### src/logic/pms_pkg.sv
// Constants and types for the power mode and module stop controller.
// Assumes a single 40 MHz system clock and a synchronous active-high reset.
package pms_pkg;

    // ----------------------------------------
    // Register map
    // ----------------------------------------
    localparam logic [3:0] PMS_ADDR_STOP_HIGH = 4'h0;
    localparam logic [3:0] PMS_ADDR_STOP_LOW = 4'h1;
    localparam logic [3:0] PMS_ADDR_MODE = 4'h2;
    localparam logic [3:0] PMS_ADDR_SLEEP_CFG = 4'h3;

    localparam logic [7:0] PMS_STOP_HIGH_RESET = 8'h3f;
    localparam logic [7:0] PMS_STOP_LOW_RESET = 8'hff;
    localparam logic [7:0] PMS_HIGH_WRITE_MASK = 8'h7f;

    // ----------------------------------------
    // Bit positions
    // ----------------------------------------
    localparam int PMS_HB_RESERVED = 7;
    localparam int PMS_HB_TRANSFER = 6;
    localparam int PMS_HB_FREERUN = 5;
    localparam int PMS_HB_TIMER_A = 4;
    localparam int PMS_HB_PULSE = 3;
    localparam int PMS_HB_DAC = 2;
    localparam int PMS_HB_ADC = 1;
    localparam int PMS_HB_TIMER_B = 0;
    localparam int PMS_LB_SERIAL0 = 7;
    localparam int PMS_LB_SERIAL1 = 6;
    localparam int PMS_LB_SERIAL2 = 5;
    localparam int PMS_LB_TWOWIRE0 = 4;
    localparam int PMS_LB_TWOWIRE1 = 3;
    localparam int PMS_LB_KEYBOARD = 2;
    localparam int PMS_LB_DUMMY = 1;
    localparam int PMS_LB_LOWPIN = 0;

    localparam int PMS_CFG_STANDBY = 0;
    localparam int PMS_CFG_LOWSPEED = 1;
    localparam int PMS_CFG_MEDIUM = 2;

    localparam int PMS_GROUPS = 13;

    // Group indices of the enable and reset vectors
    localparam int PMS_G_TRANSFER = 0;
    localparam int PMS_G_FREERUN = 1;
    localparam int PMS_G_TIMER_A = 2;
    localparam int PMS_G_PULSE = 3;
    localparam int PMS_G_DAC = 4;
    localparam int PMS_G_ADC = 5;
    localparam int PMS_G_TIMER_B = 6;
    localparam int PMS_G_SERIAL0 = 7;
    localparam int PMS_G_SERIAL1 = 8;
    localparam int PMS_G_SERIAL2 = 9;
    localparam int PMS_G_TWOWIRE0 = 10;
    localparam int PMS_G_TWOWIRE1 = 11;
    localparam int PMS_G_KEYBOARD = 12;
    localparam int PMS_G_LOWPIN = 13;
    localparam int PMS_NGROUP = 14;

    // ----------------------------------------
    // Operating modes
    // ----------------------------------------
    typedef enum logic [3:0] {
        PMS_RESET,
        PMS_HIGH_SPEED,
        PMS_MEDIUM_SPEED,
        PMS_SLEEP,
        PMS_SUBACTIVE,
        PMS_SUBSLEEP,
        PMS_WATCH,
        PMS_SW_STANDBY,
        PMS_HW_STANDBY
    } pms_mode_t;

    typedef struct packed {
        logic [PMS_NGROUP-1:0] clk_en;
        logic [PMS_NGROUP-1:0] reset;
    } pms_group_ctl_t;

    typedef struct packed {
        logic cpu_run;
        logic cpu_slow;
        logic main_osc_on;
        logic sub_osc_on;
        logic dtc_slow;
    } pms_core_ctl_t;

endpackage : pms_pkg

### src/logic/pms_power_ctrl.sv
// Power mode sequencer and module stop registers for a microcontroller.
// Assumes the CPU core pulses sleep_req and int_accept on clk_sys, and
// that the two reset-like pins arrive asynchronously from the board.
`timescale 1ns/10ps

// What this block does
// - Stop bit at 1 halts its peripheral group; 0 lets it run.
// - High bit 7 resets to 0, read-write; software never sets it.
// - High bit 6 stops transfer controller; resets to 0.
// - High bit 5 stops free-running timer; resets to 1.
// - High bit 4 stops first 8-bit timer pair; resets to 1.
// - High bit 3 stops both pulse-width timers together; resets to 1.
// - High bits 2,1,0 stop DAC, ADC, second timer pair; reset 1.
// - Low bits 7,6,5 stop serial channels 0,1,2; reset to 1.
// - Low bits 4,3 stop two-wire channels 0,1; reset to 1.
// - Low bit 2 stops keyboard host group and its registers; resets 1.
// - Low bit 1 resets to 1, read-write, affects nothing.
// - Low bit 0 stops low-pin-count host and wake mask B; resets 1.
// - Only the sleep instruction moves from running to halted modes.
// - An accepted interrupt returns a halted mode to running.
// - Standby pin low forces hardware standby from every mode.
// - Reset pin low enters reset from any mode but hardware standby.
// - Transfer controller slow in medium, runs in sleep, obeys stop bit.
// - Transfer controller retains in low modes, reset in hardware standby.
// - Reset-halt initialises a module; retain-halt keeps registers.
// - Software standby stops CPU, oscillator; resets serial and pulse.
module pms_power_ctrl
    import pms_pkg::*;
(
    input wire logic clk_sys, // 40 MHz system clock
    input wire logic rst, // Synchronous reset, active high
    input wire logic hw_standby_n, // Standby pin, active low, async
    input wire logic reset_n_pin, // Reset pin, active low, async
    input wire logic sleep_req, // Sleep instruction executed, pulse
    input wire logic int_accept, // Interrupt accepted, pulse
    input wire logic [3:0] reg_addr, // Register address
    input wire logic [7:0] reg_wdata, // Write data
    input wire logic reg_wr, // Write strobe
    input wire logic reg_rd, // Read strobe
    output logic [7:0] reg_rdata, // Read data, cycle after strobe
    output pms_mode_t mode, // Current operating mode
    output pms_group_ctl_t group_ctl, // Per-group clock enable and reset
    output pms_core_ctl_t core_ctl // CPU and oscillator control
);

    // ----------------------------------------
    // Pin synchronisers
    // ----------------------------------------
    logic hw_standby_n_meta;
    logic hw_standby_n_sync;
    logic res_meta;
    logic res_sync;

    always_ff @(posedge clk_sys)
    begin
        if (rst)
        begin
            hw_standby_n_meta <= 1'b1;
            hw_standby_n_sync <= 1'b1;
            res_meta <= 1'b1;
            res_sync <= 1'b1;
        end
        else
        begin
            hw_standby_n_meta <= hw_standby_n;
            hw_standby_n_sync <= hw_standby_n_meta;
            res_meta <= reset_n_pin;
            res_sync <= res_meta;
        end
    end

    // ----------------------------------------
    // Registers
    // ----------------------------------------
    logic [7:0] module_stop_high;
    logic [7:0] module_stop_low;
    logic [2:0] sleep_cfg;
    logic in_hw_standby;
    logic in_reset;

    assign in_hw_standby = (mode == PMS_HW_STANDBY);
    assign in_reset = (mode == PMS_RESET);

    // Stop registers return to defaults in reset and hardware standby
    always_ff @(posedge clk_sys)
    begin
        if (rst || in_hw_standby || in_reset)
        begin
            module_stop_high <= PMS_STOP_HIGH_RESET;
            module_stop_low <= PMS_STOP_LOW_RESET;
        end
        else if (reg_wr && reg_addr == PMS_ADDR_STOP_HIGH)
        begin
            // bit 7 still stores a write
            module_stop_high <= reg_wdata;
        end
        else if (reg_wr && reg_addr == PMS_ADDR_STOP_LOW)
        begin
            module_stop_low <= reg_wdata;
        end
    end

    always_ff @(posedge clk_sys)
    begin
        if (rst || in_hw_standby || in_reset)
        begin
            sleep_cfg <= 3'h0;
        end
        else if (reg_wr && reg_addr == PMS_ADDR_SLEEP_CFG)
        begin
            sleep_cfg <= reg_wdata[2:0];
        end
    end

    always_ff @(posedge clk_sys)
    begin
        if (rst)
        begin
            reg_rdata <= 8'h00;
        end
        else if (!reg_rd)
        begin
            reg_rdata <= 8'h00;
        end
        else if (reg_addr == PMS_ADDR_STOP_HIGH)
        begin
            reg_rdata <= module_stop_high;
        end
        else if (reg_addr == PMS_ADDR_STOP_LOW)
        begin
            reg_rdata <= module_stop_low;
        end
        else if (reg_addr == PMS_ADDR_MODE)
        begin
            reg_rdata <= {4'h0, mode};
        end
        else if (reg_addr == PMS_ADDR_SLEEP_CFG)
        begin
            reg_rdata <= {5'h00, sleep_cfg};
        end
        else
        begin
            reg_rdata <= 8'h00;
        end
    end

    // ----------------------------------------
    // Mode sequencer
    // ----------------------------------------
    pms_mode_t next_mode;
    logic running;

    assign running = (mode == PMS_HIGH_SPEED) || (mode == PMS_MEDIUM_SPEED)
        || (mode == PMS_SUBACTIVE);

    function automatic pms_mode_t halt_target(input pms_mode_t from,
        input logic [2:0] cfg);
        pms_mode_t target;
        begin
            target = PMS_SLEEP;
            if (from == PMS_SUBACTIVE)
            begin
                target = cfg[PMS_CFG_LOWSPEED] ? PMS_SUBSLEEP : PMS_WATCH;
            end
            else if (cfg[PMS_CFG_LOWSPEED])
            begin
                target = PMS_WATCH;
            end
            else if (cfg[PMS_CFG_STANDBY])
            begin
                target = PMS_SW_STANDBY;
            end
            return target;
        end
    endfunction : halt_target

    always_comb
    begin
        next_mode = mode;
        case (mode)
            PMS_RESET:
            begin
                if (res_sync)
                begin
                    next_mode = PMS_HIGH_SPEED;
                end
            end
            PMS_HIGH_SPEED, PMS_MEDIUM_SPEED:
            begin
                if (sleep_req)
                begin
                    next_mode = halt_target(mode, sleep_cfg);
                end
                else if (sleep_cfg[PMS_CFG_MEDIUM])
                begin
                    next_mode = PMS_MEDIUM_SPEED;
                end
                else
                begin
                    next_mode = PMS_HIGH_SPEED;
                end
            end
            PMS_SUBACTIVE:
            begin
                if (sleep_req)
                begin
                    next_mode = halt_target(mode, sleep_cfg);
                end
            end
            PMS_SLEEP, PMS_WATCH, PMS_SW_STANDBY:
            begin
                if (int_accept)
                begin
                    next_mode = (mode == PMS_WATCH
                        && sleep_cfg[PMS_CFG_LOWSPEED]) ? PMS_SUBACTIVE
                        : (sleep_cfg[PMS_CFG_MEDIUM] ? PMS_MEDIUM_SPEED
                        : PMS_HIGH_SPEED);
                end
            end
            PMS_SUBSLEEP:
            begin
                if (int_accept)
                begin
                    next_mode = PMS_SUBACTIVE;
                end
            end
            PMS_HW_STANDBY:
            begin
                // Leaves only through reset, as after power-up
                if (hw_standby_n_sync)
                begin
                    next_mode = PMS_RESET;
                end
            end
            default:
            begin
                next_mode = PMS_RESET;
            end
        endcase
        if (!res_sync && !in_hw_standby)
        begin
            next_mode = PMS_RESET;
        end
        if (!hw_standby_n_sync)
        begin
            next_mode = PMS_HW_STANDBY;
        end
    end

    always_ff @(posedge clk_sys)
    begin
        if (rst)
        begin
            mode <= PMS_RESET;
        end
        else
        begin
            mode <= next_mode;
        end
    end

    // ----------------------------------------
    // Group clock enables and resets
    // ----------------------------------------
    pms_group_ctl_t next_group_ctl;
    logic periph_clk;
    logic low_mode;
    logic hw_standby_n_reset;

    always_comb
    begin
        periph_clk = (mode == PMS_HIGH_SPEED) || (mode == PMS_MEDIUM_SPEED)
            || (mode == PMS_SLEEP);
        low_mode = (mode == PMS_WATCH) || (mode == PMS_SUBACTIVE)
            || (mode == PMS_SUBSLEEP) || (mode == PMS_SW_STANDBY);
        hw_standby_n_reset = in_hw_standby || in_reset;
        next_group_ctl.clk_en = '0;
        next_group_ctl.reset = '0;
        next_group_ctl.clk_en[PMS_G_TRANSFER] = periph_clk
            && !module_stop_high[PMS_HB_TRANSFER];
        next_group_ctl.clk_en[PMS_G_FREERUN] = periph_clk
            && !module_stop_high[PMS_HB_FREERUN];
        next_group_ctl.clk_en[PMS_G_TIMER_A] = periph_clk
            && !module_stop_high[PMS_HB_TIMER_A];
        next_group_ctl.clk_en[PMS_G_PULSE] = periph_clk
            && !module_stop_high[PMS_HB_PULSE];
        next_group_ctl.clk_en[PMS_G_DAC] = periph_clk
            && !module_stop_high[PMS_HB_DAC];
        next_group_ctl.clk_en[PMS_G_ADC] = periph_clk
            && !module_stop_high[PMS_HB_ADC];
        next_group_ctl.clk_en[PMS_G_TIMER_B] = periph_clk
            && !module_stop_high[PMS_HB_TIMER_B];
        next_group_ctl.clk_en[PMS_G_SERIAL0] = periph_clk
            && !module_stop_low[PMS_LB_SERIAL0];
        next_group_ctl.clk_en[PMS_G_SERIAL1] = periph_clk
            && !module_stop_low[PMS_LB_SERIAL1];
        next_group_ctl.clk_en[PMS_G_SERIAL2] = periph_clk
            && !module_stop_low[PMS_LB_SERIAL2];
        next_group_ctl.clk_en[PMS_G_TWOWIRE0] = periph_clk
            && !module_stop_low[PMS_LB_TWOWIRE0];
        next_group_ctl.clk_en[PMS_G_TWOWIRE1] = periph_clk
            && !module_stop_low[PMS_LB_TWOWIRE1];
        next_group_ctl.clk_en[PMS_G_KEYBOARD] = periph_clk
            && !module_stop_low[PMS_LB_KEYBOARD];
        next_group_ctl.clk_en[PMS_G_LOWPIN] = periph_clk
            && !module_stop_low[PMS_LB_LOWPIN];

        next_group_ctl.reset = {PMS_NGROUP{hw_standby_n_reset}};
        next_group_ctl.reset[PMS_G_PULSE] = hw_standby_n_reset || low_mode
            || module_stop_high[PMS_HB_PULSE];
        next_group_ctl.reset[PMS_G_SERIAL0] = hw_standby_n_reset || low_mode
            || module_stop_low[PMS_LB_SERIAL0];
        next_group_ctl.reset[PMS_G_SERIAL1] = hw_standby_n_reset || low_mode
            || module_stop_low[PMS_LB_SERIAL1];
        next_group_ctl.reset[PMS_G_SERIAL2] = hw_standby_n_reset || low_mode
            || module_stop_low[PMS_LB_SERIAL2];
        next_group_ctl.reset[PMS_G_TRANSFER] = hw_standby_n_reset;
    end

    always_ff @(posedge clk_sys)
    begin
        if (rst)
        begin
            group_ctl.clk_en <= '0;
            group_ctl.reset <= '1;
        end
        else
        begin
            group_ctl <= next_group_ctl;
        end
    end

    // ----------------------------------------
    // CPU and oscillator control
    // ----------------------------------------
    always_ff @(posedge clk_sys)
    begin
        if (rst)
        begin
            core_ctl <= '0;
        end
        else
        begin
            core_ctl.cpu_run <= running;
            core_ctl.cpu_slow <= (mode == PMS_MEDIUM_SPEED)
                || (mode == PMS_SUBACTIVE);
            core_ctl.main_osc_on <= periph_clk || in_reset;
            core_ctl.sub_osc_on <= !hw_standby_n_reset && (mode != PMS_SW_STANDBY);
            core_ctl.dtc_slow <= (mode == PMS_MEDIUM_SPEED);
        end
    end

endmodule : pms_power_ctrl

### config.mk
export PLATFORM = sky130hd
export DESIGN_NAME = pms_power_ctrl
export DESIGN_NICKNAME = d
export VERILOG_FILES = /design/src/logic/pms_pkg.sv /design/src/logic/pms_power_ctrl.sv
export SDC_FILE = /design/constraint.sdc
export NUM_CORES = 1
export LEC_CHECK = 0
export ABC_CLOCK_PERIOD_IN_PS = 1950
export BUFFER_PORTS_ARGS = -buffer_cell sky130_fd_sc_hd__buf_4
export CAP_MARGIN = 20
export CORE_ASPECT_RATIO = 1.25
export CORE_UTILIZATION = 53
export CTS_BUF_LIST = sky130_fd_sc_hd__clkbuf_8
export CTS_CLUSTER_DIAMETER = 30
export DETAILED_ROUTE_END_ITERATION = 10
export PLACE_DENSITY = 0.81
export RECOVER_POWER = 100
export SLEW_MARGIN = 0
export SYNTH_ARGS = -nofsm -noshare
export SYNTH_HDL_FRONTEND = slang
export SYNTH_SLANG_ARGS = --single-unit
### constraint.sdc
create_clock -name clk_sys -period 1.95 [get_ports clk_sys]
set_clock_uncertainty 0.05 [all_clocks]
set_input_delay 0.0975 -clock clk_sys [delete_from_list [all_inputs] [get_ports clk_sys]]
set_output_delay 0.0975 -clock clk_sys [all_outputs]
set_load 0.005 [all_outputs]
# After elaboration in Yosys (flattened, before gate mapping)
# Index checks and enable logic that the tools add are counted.
# word_totals
regBits	65
output_inout_bits	45
# op_classes
n_eq_ne	20
mux	17
n_bitwise	3
n_reduce_logical	62
# ops
cell	n
4-bit two-way mux	8
1-bit logical AND	20
4-bit one-hot mux with 5 select lines	1
1-bit zero test	17
4-bit by 2-bit equality test with 1-bit output (second input constant)	4
4-bit by 3-bit equality test with 1-bit output (second input constant)	4
1-bit logical OR	16
8-bit two-way mux	2
3-bit two-way mux	4
4-bit inequality test (second input constant)	3
4-bit by 1-bit equality test with 1-bit output (second input constant)	2
4-bit zero test	2
2-bit inequality test (second input constant)	4
4-bit by 3-bit inequality test with 1-bit output (second input constant)	2
4-bit AND reduction	2
3-bit OR reduction	2
4-bit equality test (second input constant)	1
2-bit two-way mux	2
2-bit OR reduction	2
1-bit inverter	3
2-bit AND reduction	1

# Longest topological paths before layout
# logic_depth
depth_word	7
ltp_mapped	6

# Least setup slack after synthesis
# Ideal clock, no wire load.
# synth_timing
path_kind	flip-flop to flip-flop
start	register mode[1]
end	register group_ctl[3] in the netlist's numbering
setup_time_ps	127
arrival_time_ps	1239
slack_ps	534
path_stages_with_launch	6
cell_sequence	dfxtp_1 > clkbuf_1 > nor3_1 > nor2_2 > inv_2 > or3_1
# synth_between
elab_chain_cells	6
elab_cells_between_ends	12
cone_classes	eq/ne (5); reduce/logical (7)
# synth_rtl
item	line	text
from (decl)	pms_power_ctrl.sv:41	output pms_mode_t mode,
from (signal assigned)	pms_power_ctrl.sv:258	mode <= next_mode;
4-bit by 3-bit equality test with 1-bit output	pms_power_ctrl.sv:274	low_mode = (mode == PMS_WATCH) || (mode == PMS_SUBACTIVE)
1-bit logical OR	pms_power_ctrl.sv:274	
1-bit logical OR (2 in series)	pms_power_ctrl.sv:275	|| (mode == PMS_SUBSLEEP) || (mode == PMS_SW_STANDBY);
1-bit logical OR (*)	pms_power_ctrl.sv:309	next_group_ctl.reset[PMS_G_PULSE] = hw_standby_n_reset || low_mode
1-bit logical OR (*)	pms_power_ctrl.sv:310	|| module_stop_high[PMS_HB_PULSE];
to (signal assigned)	pms_power_ctrl.sv:329	group_ctl <= next_group_ctl;
to (decl)	pms_power_ctrl.sv:42	output pms_group_ctl_t group_ctl,
# Every way passes the cells marked *; elsewhere a longest branch is shown, timed or not.
# A chain may end at the register's enable or synchronous reset.

# Worst setup path in the final report
# layout_timing
start	input reg_addr[1]
end	register module_stop_high[6]
# layout_between
elab_chain_cells	2
# layout_rtl
item	line	text
from (decl)	pms_power_ctrl.sv:36	input wire logic [3:0] reg_addr,
4-bit zero test	pms_power_ctrl.sv:92	else if (reg_wr && reg_addr == PMS_ADDR_STOP_HIGH)
1-bit logical AND	pms_power_ctrl.sv:92	
to (signal assigned)	pms_power_ctrl.sv:95	module_stop_high <= reg_wdata;
to (decl)	pms_power_ctrl.sv:75	logic [7:0] module_stop_high;
# No other way between the ends.

==> run summary <==
LOGIC SYNTHESIS
---------------------------------------------------------------------------
Average cell area after synthesis                                9.17 sq um
Synthesized instance count                                              245
Number of nets in the synthesized netlist                               265
Cell area after synthesis                                      0.00225 sq mm
Sequential-to-total area share from yosys stat                        52.6%
Distinct cells, synth                                                    40
Post-synthesis register bit count                                        59
YS warnings                                                               0

WORST SETUP PATH
---------------------------------------------------------------------------
Worst Reg-to-Reg Cells                                                    4
Largest fanout on the critical path                                       8
Setup crit end kind                                                    flop
Startpoint of the lowest-slack register-to-register path       mode[1]$_SDFFE_PP0P_
Arrival time of data at the critical path endpoint                  1.93 ns
Crit Path Category                                             input pin to flop
Register-to-Register Setup Slack                                    0.25 ns
Critical path launch point type                                   input pin
Endpoint of the worst setup timing path                        module_stop_high[6]$_SDFFE_PP0N_
Worst reg2reg path endpoint                                    group_ctl[7]$_SDFF_PP1_
Critical path required time                                         2.17 ns
Start point of the critical path                                reg_addr[1]

PLACEMENT
---------------------------------------------------------------------------
Cell area reported after detailed placement                    0.00268 sq mm
Post-placement setup slack                                         0.342 ns
Routability Congestion                                                0.850
Dpl cells                                                               345
Count of buffers inserted at the top-level ports                         64
HPWL Detailed                                                  3360 microns

TIMING
---------------------------------------------------------------------------
Shortest period the worst path allows                               1.71 ns
Peak clock frequency supported by timing                            584 MHz
Setup repair after global routing missed its margin                   false
Final max-slew violation count                                            0
Actual transition at the worst max-transition pin                  0.601 ns
Slew HR                                                               59.3%
Final critical-path share of the clock period                         87.9%
Tightest hold margin                                              0.0559 ns
Total setup violations reported at the end of the flow                    0
Fin worst setup slack                                              0.237 ns
Final hold vios                                                           0
Final sum of negative setup slack                                      0 ns

ROUTE
---------------------------------------------------------------------------
Vias                                                                   1937
Drc violations                                                            0
Violation count after the first detailed-routing iteration               64
Average vias per placed instance                                       5.21
Total wire length                                              5020 microns
Average routed wire per standard cell                          13.5 microns
Antenna-violating nets left                                               0
First-pass DRT Iterations                                                 4

CLOCKING
---------------------------------------------------------------------------
Clk pin slew, worst setup/hold paths                                0.06 ns
Clock Sinks                                                              59
Buffer type at the clock tree root                             sky130_fd_sc_hd__clkbuf_8
Cts repair resizes                                                        0
Insertion delay to the later sink of the worst-skew pair            0.33 ns
Number of hold-repair buffers added at the cts stage                     12
Maximum level of the CTS H-tree                                           3
CTS tree                                                               done
Number of clock buffers inserted by TritonCTS                             9
Post CTS Setup Buffer Count                                               0
Number of buffers on the longest clock path                               2

CELLS AND AREA
---------------------------------------------------------------------------
Synth-to-Final Area Change                                            33.9%
Final cell count without fillers                                        372
Final standard cell area without fillers                       0.00301 sq mm
Footprint of the multi-input gates                                908 sq um
Net count, final                                                        332
Final core area utilization                                           74.0%
Layout cell share with drive strength beyond 1                        27.5%
Filler instances                                                        322
Sequential Area                                                0.00118 sq mm
ANT cells                                                                 0

PWR
---------------------------------------------------------------------------
Worst IR drop on VDD                                                 725 uV
Combinational power share                                              8.8%
Net Sw Power                                                         590 uW
Clock network power share                                             46.0%
Total design power                                                  2.78 mW
Pwr/cell area                                                   924 mW/mm^2
Cell-internal power                                                 2.19 mW
Sequential fraction of design power                                   45.2%
Cell leakage power                                                  1.32 nW
Switching Fraction                                                    21.2%

DIE
---------------------------------------------------------------------------
Total Die Area                                                 0.00451 sq mm
Effective utilization at floorplan                                    55.3%
Number of standard-cell rows in the floorplan                            26
Ports placed on the boundary                                             65
Placeable core region                                          0.00407 sq mm
Die span in x                                                  60.2 microns
Chip Height                                                    74.8 microns

GLOBAL ROUTE
---------------------------------------------------------------------------
Maximum number of pins on one net before global-route repair             19
Total congestion overflow                                                 0
Wire length of the first global-routing pass                   7780 microns
Initial antenna violation count                                           0
Global Route Usage Sum                                                24.0%
Number of global-route vias before repair                              1652

MIN PATH
---------------------------------------------------------------------------
Min-delay worst type                                           input pin to flop

STATUS
---------------------------------------------------------------------------
Status                                                         finished clean

FLOW RUN
---------------------------------------------------------------------------
Number of maximum-capacitance constraint violations                       0

## cell usage after synthesis (all sizes together)
library cell,count,area (sq um)
nor3,7,35.0
o21ai,10,50.1
nand4,1,6.26
nand3b,3,22.5
or3,5,36.3
o2111ai,3,26.3
a211oi,2,15.0
o211ai,1,7.51
nor2b,5,31.3
maj3,1,10.0
mux2,3,33.8
inv,4,15.0
or4b,1,10.0
o311a,1,10.0
nor3b,3,33.8
o31ai,2,15.0
or2,5,31.3
nor4b,1,8.76
a22oi,1,12.5
xor2,1,8.76
nand2b,2,12.5
nand3,15,75.1
a311oi,1,8.76
a21oi,8,40.0
dfxtp,59,1180
and3b,1,8.76
clkbuf,6,23.8
and3,1,6.26
nor2,30,115
a22o,1,8.76
buf,17,114
nand2,33,124
mux2i,11,110
## kinds of logic (layout without fill, tap and decap cells)
kind of cell	Yosys count	in the layout	share of synthesized area [%]
DFF	59	59	52.6
buffers and inverters	27	98	6.79
and+or+nand+nor	113	113	24.8
xor gates and xnor gates	1	1	0.390
muxes	14	14	6.40
AOI/OAI and AO/OA	30	30	8.63
adders and majority gates	1	1	0.445
## critical path, stage by stage
cell and delay (ns):
sky130_fd_sc_hd__dlygate4sd3_1 0.54, sky130_fd_sc_hd__clkbuf_1 0.19, sky130_fd_sc_hd__or3_4 0.47, sky130_fd_sc_hd__nor3b_4 0.41, sky130_fd_sc_hd__nand2_1 0.10, sky130_fd_sc_hd__a21oi_1 0.12
## worst min-delay path by stage
stage          cells after the start          from                      endpoint
3_5_place_dp                       2  hw_standby_n  hw_standby_n_meta$_SDFF_PP1_
3_3_place_gp                       2   reset_n_pin           res_meta$_SDFF_PP1_
4_1_cts                            4   reg_addr[2]       reg_rdata[3]$_SDFF_PP0_
5_1_grt                            4   reg_addr[2]       reg_rdata[3]$_SDFF_PP0_
2_1_floorplan                      1           rst        core_ctl[2]$_SDFF_PP0_
6_report                           4   reg_addr[2]       reg_rdata[3]$_SDFF_PP0_
## power by group through the flow
stage / Clock (mW) / Sequential, mW / Combinational (mW)
finish: 1.28 / 1.26 / 0.244
floorplan: 0 / 1.27 / 0.151
global route: 1.36 / 1.26 / 0.267
CTS: 1.30 / 1.26 / 0.254
detailed placement: 0 / 1.29 / 0.234
global placement: 0 / 1.28 / 0.230
## metal layers
layer / wire length (microns) / share of wire [%] / global-route usage (%) / up-vias
li1: - / - / - / 961
met1: 2060 / 41 / 28.7 / 889
met2: 2560 / 51 / 38.1 / 76
met3: 283 / 5.6 / 8.08 / 11
met4: 110 / 2.2 / 12.4 / 0
met5: 0 / 0 / 0 / -
## flip-flops by register name (all words and copies together), names as in the netlist
register	flops
sleep_cfg	3
hw_standby_n_sync	1
hw_standby_n_meta	1
reg_rdata	8
res_meta	1
group_ctl	19
res_sync	1
module_stop_high	8
module_stop_low	8
core_ctl	5
mode	4
## cell usage in the layout, fill, tap and decap left out, types with 4 or more instances in the layout
master,instances
sky130_fd_sc_hd__or3_1,4
sky130_fd_sc_hd__a21oi_1,8
sky130_fd_sc_hd__nor2b_1,5
sky130_fd_sc_hd__nand3_1,15
sky130_fd_sc_hd__dfxtp_1,59
sky130_fd_sc_hd__clkbuf_1,4
sky130_fd_sc_hd__clkbuf_8,9
sky130_fd_sc_hd__inv_1,5
sky130_fd_sc_hd__clkbuf_4,41
sky130_fd_sc_hd__nand2_1,33
sky130_fd_sc_hd__or2_2,5
sky130_fd_sc_hd__nor2_1,29
sky130_fd_sc_hd__mux2i_1,11
sky130_fd_sc_hd__nor3_1,7
sky130_fd_sc_hd__dlygate4sd3_1,12
sky130_fd_sc_hd__buf_4,21
sky130_fd_sc_hd__o21ai_0,10
## area by class of cell
cell class                      instances  area share, %
Clock buffer                            9           4.12
Clock inverter                          6           3.53
Inverter                                4          0.499
Multi-Input combinational cell        159           30.2
Sequential cell                        59           39.3
Tap cell                               56           2.33
Timing Repair Buffer                   79           20.1
No activity file was read; power rests on OpenSTA's default activity.
